--- config.mk ---
export PLATFORM = sky130hd
export DESIGN_NAME = fmhc_ctrl
export DESIGN_NICKNAME = d
export VERILOG_FILES = /design/src/design/fmhc_pkg.sv /design/src/design/fmhc_wait_if.sv /design/src/design/fmhc_wait.sv /design/src/design/fmhc_ctrl.sv
export SDC_FILE = /design/constraint.sdc
export NUM_CORES = 1
export LEC_CHECK = 0
export ABC_CLOCK_PERIOD_IN_PS = 4019
export BUFFER_PORTS_ARGS = -buffer_cell sky130_fd_sc_hd__buf_4
export CAP_MARGIN = 0
export CORE_ASPECT_RATIO = 1.1
export CORE_MARGIN = 1
export CORE_UTILIZATION = 45
export DETAILED_ROUTE_END_ITERATION = 12
export PLACE_DENSITY = 0.69
export REMOVE_ABC_BUFFERS = 1
export SLEW_MARGIN = 20
export SYNTH_ARGS = -nofsm -noshare
export SYNTH_HDL_FRONTEND = slang
export SYNTH_SLANG_ARGS = --single-unit
--- constraint.sdc ---
create_clock -name SYS_CLK -period 4.02 [get_ports SYS_CLK]
set_input_delay 1.005 -clock SYS_CLK [delete_from_list [all_inputs] [get_ports SYS_CLK]]
set_output_delay 1.005 -clock SYS_CLK [all_outputs]
set_load 0.005 [all_outputs]
--- src/design/fmhc_pkg.sv ---
// Constants, timing counts and state type of the host-side memory bus controller.
// Assumes a single 20 MHz system clock; all pin timing is expressed in its cycles.
package fmhc_pkg;
  localparam int ADDR_W = 18;
  localparam int DATA_W = 16;
  localparam int REQ_ADDR_W = 19;
  localparam int WCNT_W = 4;
  localparam int PU_W = 14;

  // Clock period and printed pin timing
  localparam int CLK_NS = 50;
  localparam int T_AA_NS = 110;
  localparam int T_AAP_NS = 25;
  localparam int T_PC_NS = 55;
  localparam int T_PAGE_NS = 25;
  localparam int T_PU_US = 450;

  // Least times round up to whole cycles
  localparam logic [WCNT_W-1:0] CYC_AA = WCNT_W'((T_AA_NS + CLK_NS - 1) / CLK_NS);
  localparam logic [WCNT_W-1:0] CYC_AAP = WCNT_W'((T_AAP_NS + CLK_NS - 1) / CLK_NS);
  localparam logic [WCNT_W-1:0] CYC_PC = WCNT_W'((T_PC_NS + CLK_NS - 1) / CLK_NS);
  localparam logic [WCNT_W-1:0] CYC_PAGE = WCNT_W'((T_PAGE_NS + CLK_NS - 1) / CLK_NS);
  // Extra wait so read data has crossed the two-flop input synchroniser
  localparam logic [WCNT_W-1:0] CYC_SYNC = 4'h2;
  localparam int PU_CYC_DEF = (T_PU_US * 1000) / CLK_NS;

  localparam logic [1:0] LANES_OFF = 2'h3;

  typedef enum logic [2:0] {
    ST_IDLE = 3'b000,
    ST_SETUP = 3'b001,
    ST_ACC = 3'b011,
    ST_END = 3'b010,
    ST_PREC = 3'b110
  } fmhc_state_t;
endpackage : fmhc_pkg

--- src/design/fmhc_wait_if.sv ---
// Interface between the controller sequencer and its wait timer.
// Assumes both ends run on the same system clock.
`timescale 1ns/1ns
interface fmhc_wait_if;
  import fmhc_pkg::*;
  logic load;
  logic [WCNT_W-1:0] count;
  logic done;
  modport ctrl (output load, output count, input done);
  modport tmr (input load, input count, output done);
endinterface : fmhc_wait_if

--- src/design/fmhc_wait.sv ---
// Down-counting wait timer used for access, page and precharge intervals.
// Assumes load is a one-cycle pulse and count is at least one.
`timescale 1ns/1ns
module fmhc_wait (
  input wire logic clk,
  input wire logic rst,
  fmhc_wait_if.tmr wt
);
  import fmhc_pkg::*;

  logic [WCNT_W-1:0] cnt_ff;
  logic [WCNT_W-1:0] nxt_cnt;

  // Next count: reload wins over decrement
  always_comb begin
    nxt_cnt = cnt_ff;
    if (wt.load) begin
      nxt_cnt = wt.count;
    end else if (cnt_ff != '0) begin
      nxt_cnt = cnt_ff - 4'h1;
    end
  end

  always_ff @(posedge clk) begin
    if (rst) begin
      cnt_ff <= '0;
    end else begin
      cnt_ff <= nxt_cnt;
    end
  end

  // Done in the last of count cycles after the load
  assign wt.done = (cnt_ff <= 4'h1) && !wt.load;
endmodule : fmhc_wait

--- src/design/fmhc_ctrl.sv ---
// Host-side controller for an asynchronous 256Kx16 nonvolatile SRAM-style memory.
// Assumes the board resolves MEM_DQ from MEM_DQ_O and MEM_DQ_OE, and PWR_OK is an async pin.
// Operation
// Held-low enable: address change starts access
// Enable may stay low without limit
// Page accesses never faster than 40MHz
// Write enable high through power transitions
// Enable stays driven so protection sequence works
// Release enable between accesses for low power
// Enable may pulse low per access
// Byte selects gate data lanes both directions
// Byte-wide mode: lanes tied, selects from A18
// Low two address bits choose page column
// Row change waits full address access time
// Byte-wide: exactly one select per access
`timescale 1ns/1ns
module fmhc_ctrl #(
  parameter int PU_CYC = fmhc_pkg::PU_CYC_DEF
) (
  input wire logic SYS_CLK,
  input wire logic SYS_RST,
  input wire logic PWR_OK,
  input wire logic KEEP_CE,
  input wire logic BYTE_MODE,
  input wire logic REQ_VALID,
  output logic REQ_READY,
  input wire logic REQ_WRITE,
  input wire logic [fmhc_pkg::REQ_ADDR_W-1:0] REQ_ADDR,
  input wire logic [fmhc_pkg::DATA_W-1:0] REQ_WDATA,
  input wire logic [1:0] REQ_BE,
  output logic RSP_VALID,
  output logic [fmhc_pkg::DATA_W-1:0] RSP_RDATA,
  output logic MEM_CE_N,
  output logic MEM_WE_N,
  output logic MEM_OE_N,
  output logic MEM_HIGH_BYTE_SELECT_N,
  output logic MEM_LOW_BYTE_SELECT_N,
  output logic [fmhc_pkg::ADDR_W-1:0] MEM_ADDR,
  input wire logic [fmhc_pkg::DATA_W-1:0] MEM_DQ_I,
  output logic [fmhc_pkg::DATA_W-1:0] MEM_DQ_O,
  output logic MEM_DQ_OE
);
  import fmhc_pkg::*;

  // Byte lane selects, active low, {high, low}
  function automatic logic [1:0] lane_sel(input logic bm, input logic a18,
                                          input logic [1:0] be);
    lane_sel = bm ? {!a18, a18} : ~be;
  endfunction : lane_sel

  fmhc_wait_if wt ();
  fmhc_wait u_wait (.clk(SYS_CLK), .rst(SYS_RST), .wt(wt));

  logic pwr_s1_ff, pwr_s2_ff;
  logic [DATA_W-1:0] dq_s1_ff, dq_s2_ff;
  logic [PU_W-1:0] pu_cnt_ff, nxt_pu_cnt;
  logic pwr_ready_ff, nxt_pwr_ready;
  fmhc_state_t state_ff, nxt_state;
  logic ce_n_ff, nxt_ce_n, we_n_ff, nxt_we_n, oe_n_ff, nxt_oe_n;
  logic [1:0] lanes_ff, nxt_lanes;
  logic [ADDR_W-1:0] addr_ff, nxt_addr;
  logic [DATA_W-1:0] dq_o_ff, nxt_dq_o, rdata_ff, nxt_rdata;
  logic dq_oe_ff, nxt_dq_oe, wr_ff, nxt_wr, long_ff, nxt_long, keep_ff, nxt_keep;
  logic bsel_ff, nxt_bsel, bm_ff, nxt_bm, rsp_ff, nxt_rsp;

  // Two-flop synchronisers for pins outside the clock domain
  always_ff @(posedge SYS_CLK) begin
    if (SYS_RST) begin
      pwr_s1_ff <= 1'b0;
      pwr_s2_ff <= 1'b0;
      dq_s1_ff <= '0;
      dq_s2_ff <= '0;
    end else begin
      pwr_s1_ff <= PWR_OK;
      pwr_s2_ff <= pwr_s1_ff;
      dq_s1_ff <= MEM_DQ_I;
      dq_s2_ff <= dq_s1_ff;
    end
  end

  // Power-up settle count; any supply dip restarts it
  always_comb begin
    nxt_pu_cnt = pu_cnt_ff;
    nxt_pwr_ready = pwr_ready_ff;
    if (!pwr_s2_ff) begin
      nxt_pu_cnt = '0;
      nxt_pwr_ready = 1'b0;
    end else if (pu_cnt_ff == PU_W'(PU_CYC - 1)) begin
      nxt_pwr_ready = 1'b1;
    end else begin
      nxt_pu_cnt = pu_cnt_ff + 14'h1;
    end
  end

  always_ff @(posedge SYS_CLK) begin
    if (SYS_RST) begin
      pu_cnt_ff <= '0;
      pwr_ready_ff <= 1'b0;
    end else begin
      pu_cnt_ff <= nxt_pu_cnt;
      pwr_ready_ff <= nxt_pwr_ready;
    end
  end

  assign REQ_READY = (state_ff == ST_IDLE) && pwr_ready_ff;

  // Access sequencer
  always_comb begin
    nxt_state = state_ff;
    nxt_ce_n = ce_n_ff;
    nxt_we_n = we_n_ff;
    nxt_oe_n = oe_n_ff;
    nxt_lanes = lanes_ff;
    nxt_addr = addr_ff;
    nxt_dq_o = dq_o_ff;
    nxt_dq_oe = dq_oe_ff;
    nxt_rdata = rdata_ff;
    nxt_wr = wr_ff;
    nxt_long = long_ff;
    nxt_keep = keep_ff;
    nxt_bsel = bsel_ff;
    nxt_bm = bm_ff;
    nxt_rsp = 1'b0;
    wt.load = 1'b0;
    wt.count = CYC_PAGE;
    case (state_ff)
      ST_IDLE: begin
        if (REQ_VALID && REQ_READY) begin
          // Same row with enable still low is a page access
          nxt_long = ce_n_ff || (addr_ff[ADDR_W-1:2] != REQ_ADDR[ADDR_W-1:2]);
          nxt_addr = REQ_ADDR[ADDR_W-1:0];
          nxt_ce_n = 1'b0;
          nxt_wr = REQ_WRITE;
          nxt_oe_n = REQ_WRITE;
          nxt_lanes = lane_sel(BYTE_MODE, REQ_ADDR[ADDR_W], REQ_BE);
          // Tied lanes carry the same byte on both halves
          nxt_dq_o = BYTE_MODE ? {2{REQ_WDATA[7:0]}} : REQ_WDATA;
          nxt_bsel = BYTE_MODE && REQ_ADDR[ADDR_W];
          nxt_bm = BYTE_MODE;
          nxt_keep = KEEP_CE;
          nxt_state = ST_SETUP;
        end
      end
      ST_SETUP: begin
        // Address settles a cycle before write enable falls
        wt.load = 1'b1;
        wt.count = (long_ff ? CYC_AA : CYC_PAGE) + (wr_ff ? 4'h0 : CYC_SYNC);
        nxt_we_n = !wr_ff;
        nxt_dq_oe = wr_ff;
        nxt_state = ST_ACC;
      end
      ST_ACC: begin
        if (wt.done) begin
          nxt_we_n = 1'b1;
          nxt_rsp = 1'b1;
          if (!wr_ff) begin
            nxt_rdata = !bm_ff ? dq_s2_ff :
                        bsel_ff ? {8'h00, dq_s2_ff[15:8]} : {8'h00, dq_s2_ff[7:0]};
          end
          nxt_state = ST_END;
        end
      end
      ST_END: begin
        // Data held one cycle past write enable rising
        nxt_dq_oe = 1'b0;
        nxt_oe_n = 1'b1;
        nxt_lanes = LANES_OFF;
        if (keep_ff) begin
          nxt_state = ST_IDLE;
        end else begin
          nxt_ce_n = 1'b1;
          wt.load = 1'b1;
          wt.count = CYC_PC;
          nxt_state = ST_PREC;
        end
      end
      ST_PREC: begin
        if (wt.done) begin
          nxt_state = ST_IDLE;
        end
      end
      default: begin
        nxt_state = ST_IDLE;
      end
    endcase
    // Supply not settled: park with chip, write and output enables all high, abandoning any access
    if (!pwr_ready_ff) begin
      nxt_state = ST_IDLE;
      nxt_ce_n = 1'b1;
      nxt_we_n = 1'b1;
      nxt_oe_n = 1'b1;
      nxt_dq_oe = 1'b0;
      nxt_lanes = LANES_OFF;
      nxt_rsp = 1'b0;
    end
  end

  always_ff @(posedge SYS_CLK) begin
    if (SYS_RST) begin
      state_ff <= ST_IDLE;
      ce_n_ff <= 1'b1;
      we_n_ff <= 1'b1;
      oe_n_ff <= 1'b1;
      lanes_ff <= LANES_OFF;
      addr_ff <= '0;
      dq_o_ff <= '0;
      dq_oe_ff <= 1'b0;
      rdata_ff <= '0;
      wr_ff <= 1'b0;
      long_ff <= 1'b1;
      keep_ff <= 1'b0;
      bsel_ff <= 1'b0;
      bm_ff <= 1'b0;
      rsp_ff <= 1'b0;
    end else begin
      state_ff <= nxt_state;
      ce_n_ff <= nxt_ce_n;
      we_n_ff <= nxt_we_n;
      oe_n_ff <= nxt_oe_n;
      lanes_ff <= nxt_lanes;
      addr_ff <= nxt_addr;
      dq_o_ff <= nxt_dq_o;
      dq_oe_ff <= nxt_dq_oe;
      rdata_ff <= nxt_rdata;
      wr_ff <= nxt_wr;
      long_ff <= nxt_long;
      keep_ff <= nxt_keep;
      bsel_ff <= nxt_bsel;
      bm_ff <= nxt_bm;
      rsp_ff <= nxt_rsp;
    end
  end

  assign MEM_CE_N = ce_n_ff;
  assign MEM_WE_N = we_n_ff;
  assign MEM_OE_N = oe_n_ff;
  assign MEM_HIGH_BYTE_SELECT_N = lanes_ff[1];
  assign MEM_LOW_BYTE_SELECT_N = lanes_ff[0];
  assign MEM_ADDR = addr_ff;
  assign MEM_DQ_O = dq_o_ff;
  assign MEM_DQ_OE = dq_oe_ff;
  assign RSP_VALID = rsp_ff;
  assign RSP_RDATA = rdata_ff;
endmodule : fmhc_ctrl

==> metrics, run 1 <==
max_cap viols=0; Logic pwr share=under 10%; core area=9937 sq um; Post-synth EDFFs=0; Yosys warning count=0; clk_skew=around 0.0098 ns; setup bufs post-CTS=0; Synth Flop Type=dfxtp_1; CTS max path bufs=2; ant diodes=0; Pint=around 2.2 mW; Routed Antenna Nets=0; Skew-Pair Late Insertion Delay=roughly 0.5 ns; status=finished clean; pwr/cell area=about 480 nW/um^2; fmax=approximately 380 MHz; Starting Density=roughly 46%; min cycle time layout=2.612 ns; number of global-route vias before repair=approximately 3700; TNS Setup=0 ns; gr ovfl total=0; via count=slightly below 4000; Synth Cell Area=about 4600 sq um; most frequent cells in the layout=buf_4, dfxtp_1, nand2_1; HPWL Detailed=about 7 mm; peak fanout along the critical path=18; Period Utilization, post-route=between 60% and 70%; TritonRoute pass-1 iters=4; Rows=38; Total GRT Usage=about a fifth; Worst Hold Slack=between 0.4 and 0.5 ns; commonest non-fill, non-tap cell in the layout=buf_4; WP data required=between 3 and 4 ns; Die Footprint=~11000 sq um; DIE HEIGHT=~110 microns; Top Ports=approximately 120; WS Path Type=reg -> out; Leakage=~2.4 nW; #FFs+latches synth=118; register area share after synthesis=about 51%; CTS Sinks=118; Final setup viols=0; IO Port Bufs=roughly 120; Critical Path AT=between 1.5 and 2 ns; Reg clk slew, reported paths=roughly 0.06 ns; Placer Congestion=slightly above 0.8; Hold Path Class=reg -> reg; Post-Place Cells=729; clock network power share=49.3%; Reg area=between 2000 and 2500 sq um; RSZ-0062 raised after global routing=false; Avg Synthesized Cell Area=around 9 sq um; # DRC=0; Fin. Hold Viols=0; initial antenna violation count=0; Psw=around 0.72 mW; CTS Buf Count=17; largest net degree at the start of global routing=55; Mapped Cells=around 520; Slew HR=a little over two fifths; Fill cells=~830; register share of total power=between 40% and 50%; die width=between 90 and 100 microns; drt wl/cell=13.85 microns; Setup crit start kind=flip-flop; Crit. End Element=primary output; Sw Share=approximately a quarter; nets=692; distinct cell type count after synthesis=45; fraction of layout cells with a size suffix above 1=about a quarter; final wirelength=~11 mm; max-slew violations=0; Slew @ Worst Pin=0.8567 ns; post-CTS sizing=0; vias per cell=between 5 and 6; H-tree level count=4; multi-input logic area=about 2100 sq um; # hold bufs at CTS=0; DRT iter0 DRCs=slightly below 200; Layout area overhead=32.12%; Max VDD drop=approximately 0.00026 V; non-filler cells, final=761; FFs w/ async S/R, synth=0%; Root Buffer=clkbuf_8; CTS tree=yes; first-pass GRT wire length=17.35 mm
critical path: stages, from the launching register on:
cell     delay (ns)
dfxtp_1        0.49
nor4b_2        0.43
buf_4          0.18
Yosys cell counts, types with 3 or more instances:
cell	n	share of area, %
nand2b_1	5	0.68
xnor2_1	24	4.6
nor3b_1	4	0.65
a21oi_1	47	5.1
a211oi_1	9	1.5
nor3_1	11	1.2
or3b_2	3	0.57
ha_1	4	1.1
nand2_1	92	7.5
nand3b_1	8	1.3
o21ai_0	8	0.87
nor2_1	36	2.9
nor2b_1	34	4.6
a31oi_1	6	0.81
dfxtp_1	118	51
clkbuf_1	26	2.1
buf_2	5	0.54
nor4_1	5	0.68
mux2i_1	11	2.4
nand4_1	6	0.81
nand3_1	16	1.7
inv_1	11	0.89
a311oi_1	9	1.7
kinds of logic after synthesis:
kind of cell	count (synthesis)	synth area share [%]
XOR/XNOR	26	4.930
adder cells (fa/ha/maj)	4	1.083
buffers and inverters	45	3.954
AND/OR/NAND/NOR	230	24.54
AO/OA/AOI/OAI	89	11.73
flip-flops	118	51.14
multiplexers	12	2.627
power groups by stage:
stage	Combinational (mW)	Sequential [mW]	Clock (mW)
final	0.249	1.23	1.44
after detailed placement	0.246	1.26	0
after floorplan	0.154	1.25	0
after CTS	0.248	1.23	1.47
after global routing	0.279	1.24	1.53
after global placement	0.242	1.25	0
layer usage:
metal | share of wire, % | up-vias | global-route usage [%]
met5 | 0 | - | 0
met4 | 1.8 | 0 | 9.808
met3 | 6.5 | 15 | 7.628
met2 | 48 | 99 | 33.20
met1 | 43 | 1818 | 25.18
li1 | - | 1992 | -
final cells by class:
cell class	count	area share [%]
clock buffers	19	7.237
multi-input cells	361	34.03
inverters	11	0.6765
flip-flops and latches	118	38.70
clock inverters	13	2.255
well taps	120	2.460
repair buffers	119	14.64
state kept, by name, summed over array words and instances, names as in the netlist:
register,cells
pwr_s2_ff,1
RSP_VALID,1
dq_s1_ff,16
state_ff,3
u_wait.cnt_ff,4
pu_cnt_ff,14
keep_ff,1
long_ff,1
pwr_ready_ff,1
MEM_DQ_OE,1
MEM_CE_N,1
wr_ff,1
dq_s2_ff,16
bsel_ff,1
lanes_ff,2
RSP_RDATA,16
MEM_ADDR,18
MEM_WE_N,1
bm_ff,1
MEM_OE_N,1
pwr_s1_ff,1
MEM_DQ_O,16
through the flow:
step | utilization, % | setup slack, ns | power, mW | cell area [sq um]
2_1_floorplan | - | 1.767 | 1.402 | 4478
3_3_place_gp | 55.57 | 1.671 | 1.496 | 5522
3_5_place_dp | 55.57 | 1.619 | 1.501 | 5522
4_1_cts | 61.40 | 1.446 | 2.951 | 6101
5_1_grt | 61.42 | 1.317 | 3.047 | 6103
6_report | 61.42 | 1.408 | 2.921 | 6103
worst paths after layout:
| kind | slack, ns | start | depth (start not counted) | to |
|---|---|---|---|---|
| max | 1.41 | state_ff[1]$_SDFFE_PP0P_ | 2 | REQ_READY |
| min | 0.43 | dq_s1_ff[11]$_SDFF_PP0_ | 1 | dq_s2_ff[11]$_SDFF_PP0_ |
| max reg2reg | 1.85 | state_ff[0]$_SDFFE_PP0P_ | 4 | RSP_RDATA[1]$_SDFFE_PP0P_ |
| min reg2reg | 0.43 | dq_s1_ff[11]$_SDFF_PP0_ | 1 | dq_s2_ff[11]$_SDFF_PP0_ |
No activity file was read; power rests on OpenSTA's default activity.
==> inputs of run 2 (changes only) <==
- ABC_CLOCK_PERIOD_IN_PS: 4019 -> 2200
- PLACE_DENSITY: 0.69 -> 0.72
- clock period: 4.02 -> 2.2 ns (I/O delays scaled with it)
==> metrics, run 2 (synthesis results as in run 1) <==
status=finished clean (unchanged); Total GRT Usage=20.13% (was 20.86%); Slew HR=64.53% (was 42.84%); Max VDD drop=0.0004533 V (was 0.0002638 V); critical path's slowest cell=dfxtp_1 (unchanged); largest net degree at the start of global routing=56 (was 55); CTS tree=yes (unchanged); via count=3931 (was 3924); # hold bufs at CTS=0 (unchanged); DRT iter0 DRCs=167 (was 196); slowest stage delay, CP=0.46 ns (was 0.49 ns); Skew-Pair Late Insertion Delay=0.51 ns (about the same); WS Path Type=reg -> out (unchanged); max reg flops=18 (unchanged); max-slew violations=0 (unchanged); setup bufs post-CTS=0 (unchanged); RSZ-0062 raised after global routing=false (unchanged); Placer Congestion=0.8428 (was 0.8118); Final setup viols=0 (unchanged); commonest non-fill, non-tap cell in the layout=buf_4 (unchanged); Slew @ Worst Pin=0.5320 ns (was 0.8567 ns); Routed Antenna Nets=0 (unchanged); min cycle time layout=2.073 ns; Crit. End Element=primary output (unchanged); Period Utilization, post-route=a little over nine tenths; vias per cell=5.118 (was 5.156); H-tree level count=4 (unchanged); initial antenna violation count=0 (unchanged); pwr/cell area=866.3 nW/um^2 (was 478.6 nW/um^2); # DRC=0 (unchanged); clk_skew=0.01105 ns (was 0.009816 ns); ant diodes=0 (unchanged); fmax=482.4 MHz; most frequent cells in the layout=buf_4, dfxtp_1, nand2_1 (unchanged); CP delay by family, top=flip-flops (unchanged); die width=98.61 microns (unchanged); Starting Density=46.49% (unchanged); TritonRoute pass-1 iters=4 (unchanged); final wirelength=10.53 mm (was 10.54 mm); TNS Setup=0 ns (unchanged); CTS max path bufs=2 (unchanged); nets=699 (was 692); first-pass GRT wire length=16.86 mm (was 17.35 mm); IO Port Bufs=117 (unchanged); CP Cell Sequence=nor4b_4 > buf_4 (was nor4b_2 > buf_4); Bufs and invs on worst path=1 (unchanged); Layout area overhead=33.48% (was 32.12%); WP data required=1.65 ns (was 3.01 ns); CTS Buf Count=17 (unchanged); Rows=38 (unchanged); Die Footprint=10680 sq um (unchanged); Reg clk slew, reported paths=0.06 ns (about the same); drt wl/cell=13.71 microns (was 13.85 microns); DIE HEIGHT=108.3 microns (unchanged); post-CTS sizing=0 (unchanged); peak fanout along the critical path=14 (was 18); number of global-route vias before repair=3674 (was 3670); fraction of layout cells with a size suffix above 1=25.31% (was 24.65%); core area=9937 sq um (unchanged); HPWL Detailed=7.222 mm (was 7.038 mm); Core Util, Final=62.05% (was 61.42%); Hold Path Class=in -> reg (was reg -> reg); Root Buffer=clkbuf_8 (unchanged); Top Ports=118 (unchanged); max_cap viols=0 (unchanged); Setup crit start kind=flip-flop (unchanged); gr ovfl total=0 (unchanged); Leakage=2.386 nW (was 2.351 nW); Fin. Hold Viols=0 (unchanged); CTS Sinks=118 (unchanged); Critical Path AT=1.52 ns (was 1.61 ns)
run 2: cell count changes in the layout (fill, tap and decap cells not counted), moves of 2 or more:
cell and delta:
clkbuf_8 -2, inv_8 +2, inv_6 +3, clkinv_4 -4, buf_4 +6
run 2: per-layer routing:
metal,up-vias,global-route usage (%),share of wire [%]
met5,-,0,0
met4,0,8.529,1.3
met3,11,7.046,5.8
met2,96,34.96,50
met1,1821,22.50,42
li1,2003,-,-
run 2: path summary, 6_finish.rpt:
check | to | slack (ns) | cells past startpoint | startpoint
min | dq_s1_ff[15]$_SDFF_PP0_ | 0.24 | 2 | MEM_DQ_I[15]
min reg2reg | dq_s2_ff[1]$_SDFF_PP0_ | 0.43 | 1 | dq_s1_ff[1]$_SDFF_PP0_
max | REQ_READY | 0.13 | 2 | state_ff[0]$_SDFFE_PP0P_
max reg2reg | RSP_RDATA[7]$_SDFFE_PP0P_ | 0.36 | 5 | state_ff[0]$_SDFFE_PP0P_
run 2: area by class of cell:
type	instances	area, sq um
timing repair buffer	126	958.4
inverter	11	41.29
clock inverter	15	156.4
clock buffer	17	414.1
fill	825	3771
sequential	118	2362
tap	120	150.1
multi-input combinational	361	2083
run 2: worst register-to-register path, delay by kind of cell (launching register included):
kind                   cells  cell delay (ns)
DFF                        1             0.64
AOI/OAI and AO/OA          1             0.26
and+or+nand+nor            3             0.59
buffers and inverters      1             0.26
run 2: through the flow:
step,cell area [sq um],power [mW],hold slack [ns],cells,setup slack [ns]
6_report,6166,5.341,0.2437,768,0.1269
2_1_floorplan,4478,2.562,0.4138,490,0.09701
4_1_cts,6157,5.398,0.2268,768,0.06054
3_5_place_dp,5587,2.745,0.4204,736,0.3670
3_3_place_gp,5587,2.732,0.4164,736,0.4312
5_1_grt,6166,5.561,0.2381,768,0.05265
run 2: power by group:
group / switching, mW / internal, mW / leakage (nW)
Clock: 1.09 / 1.55 / 0.279
Combinational: 0.228 / 0.231 / 1.15
Sequential: 0.0497 / 2.20 / 0.959
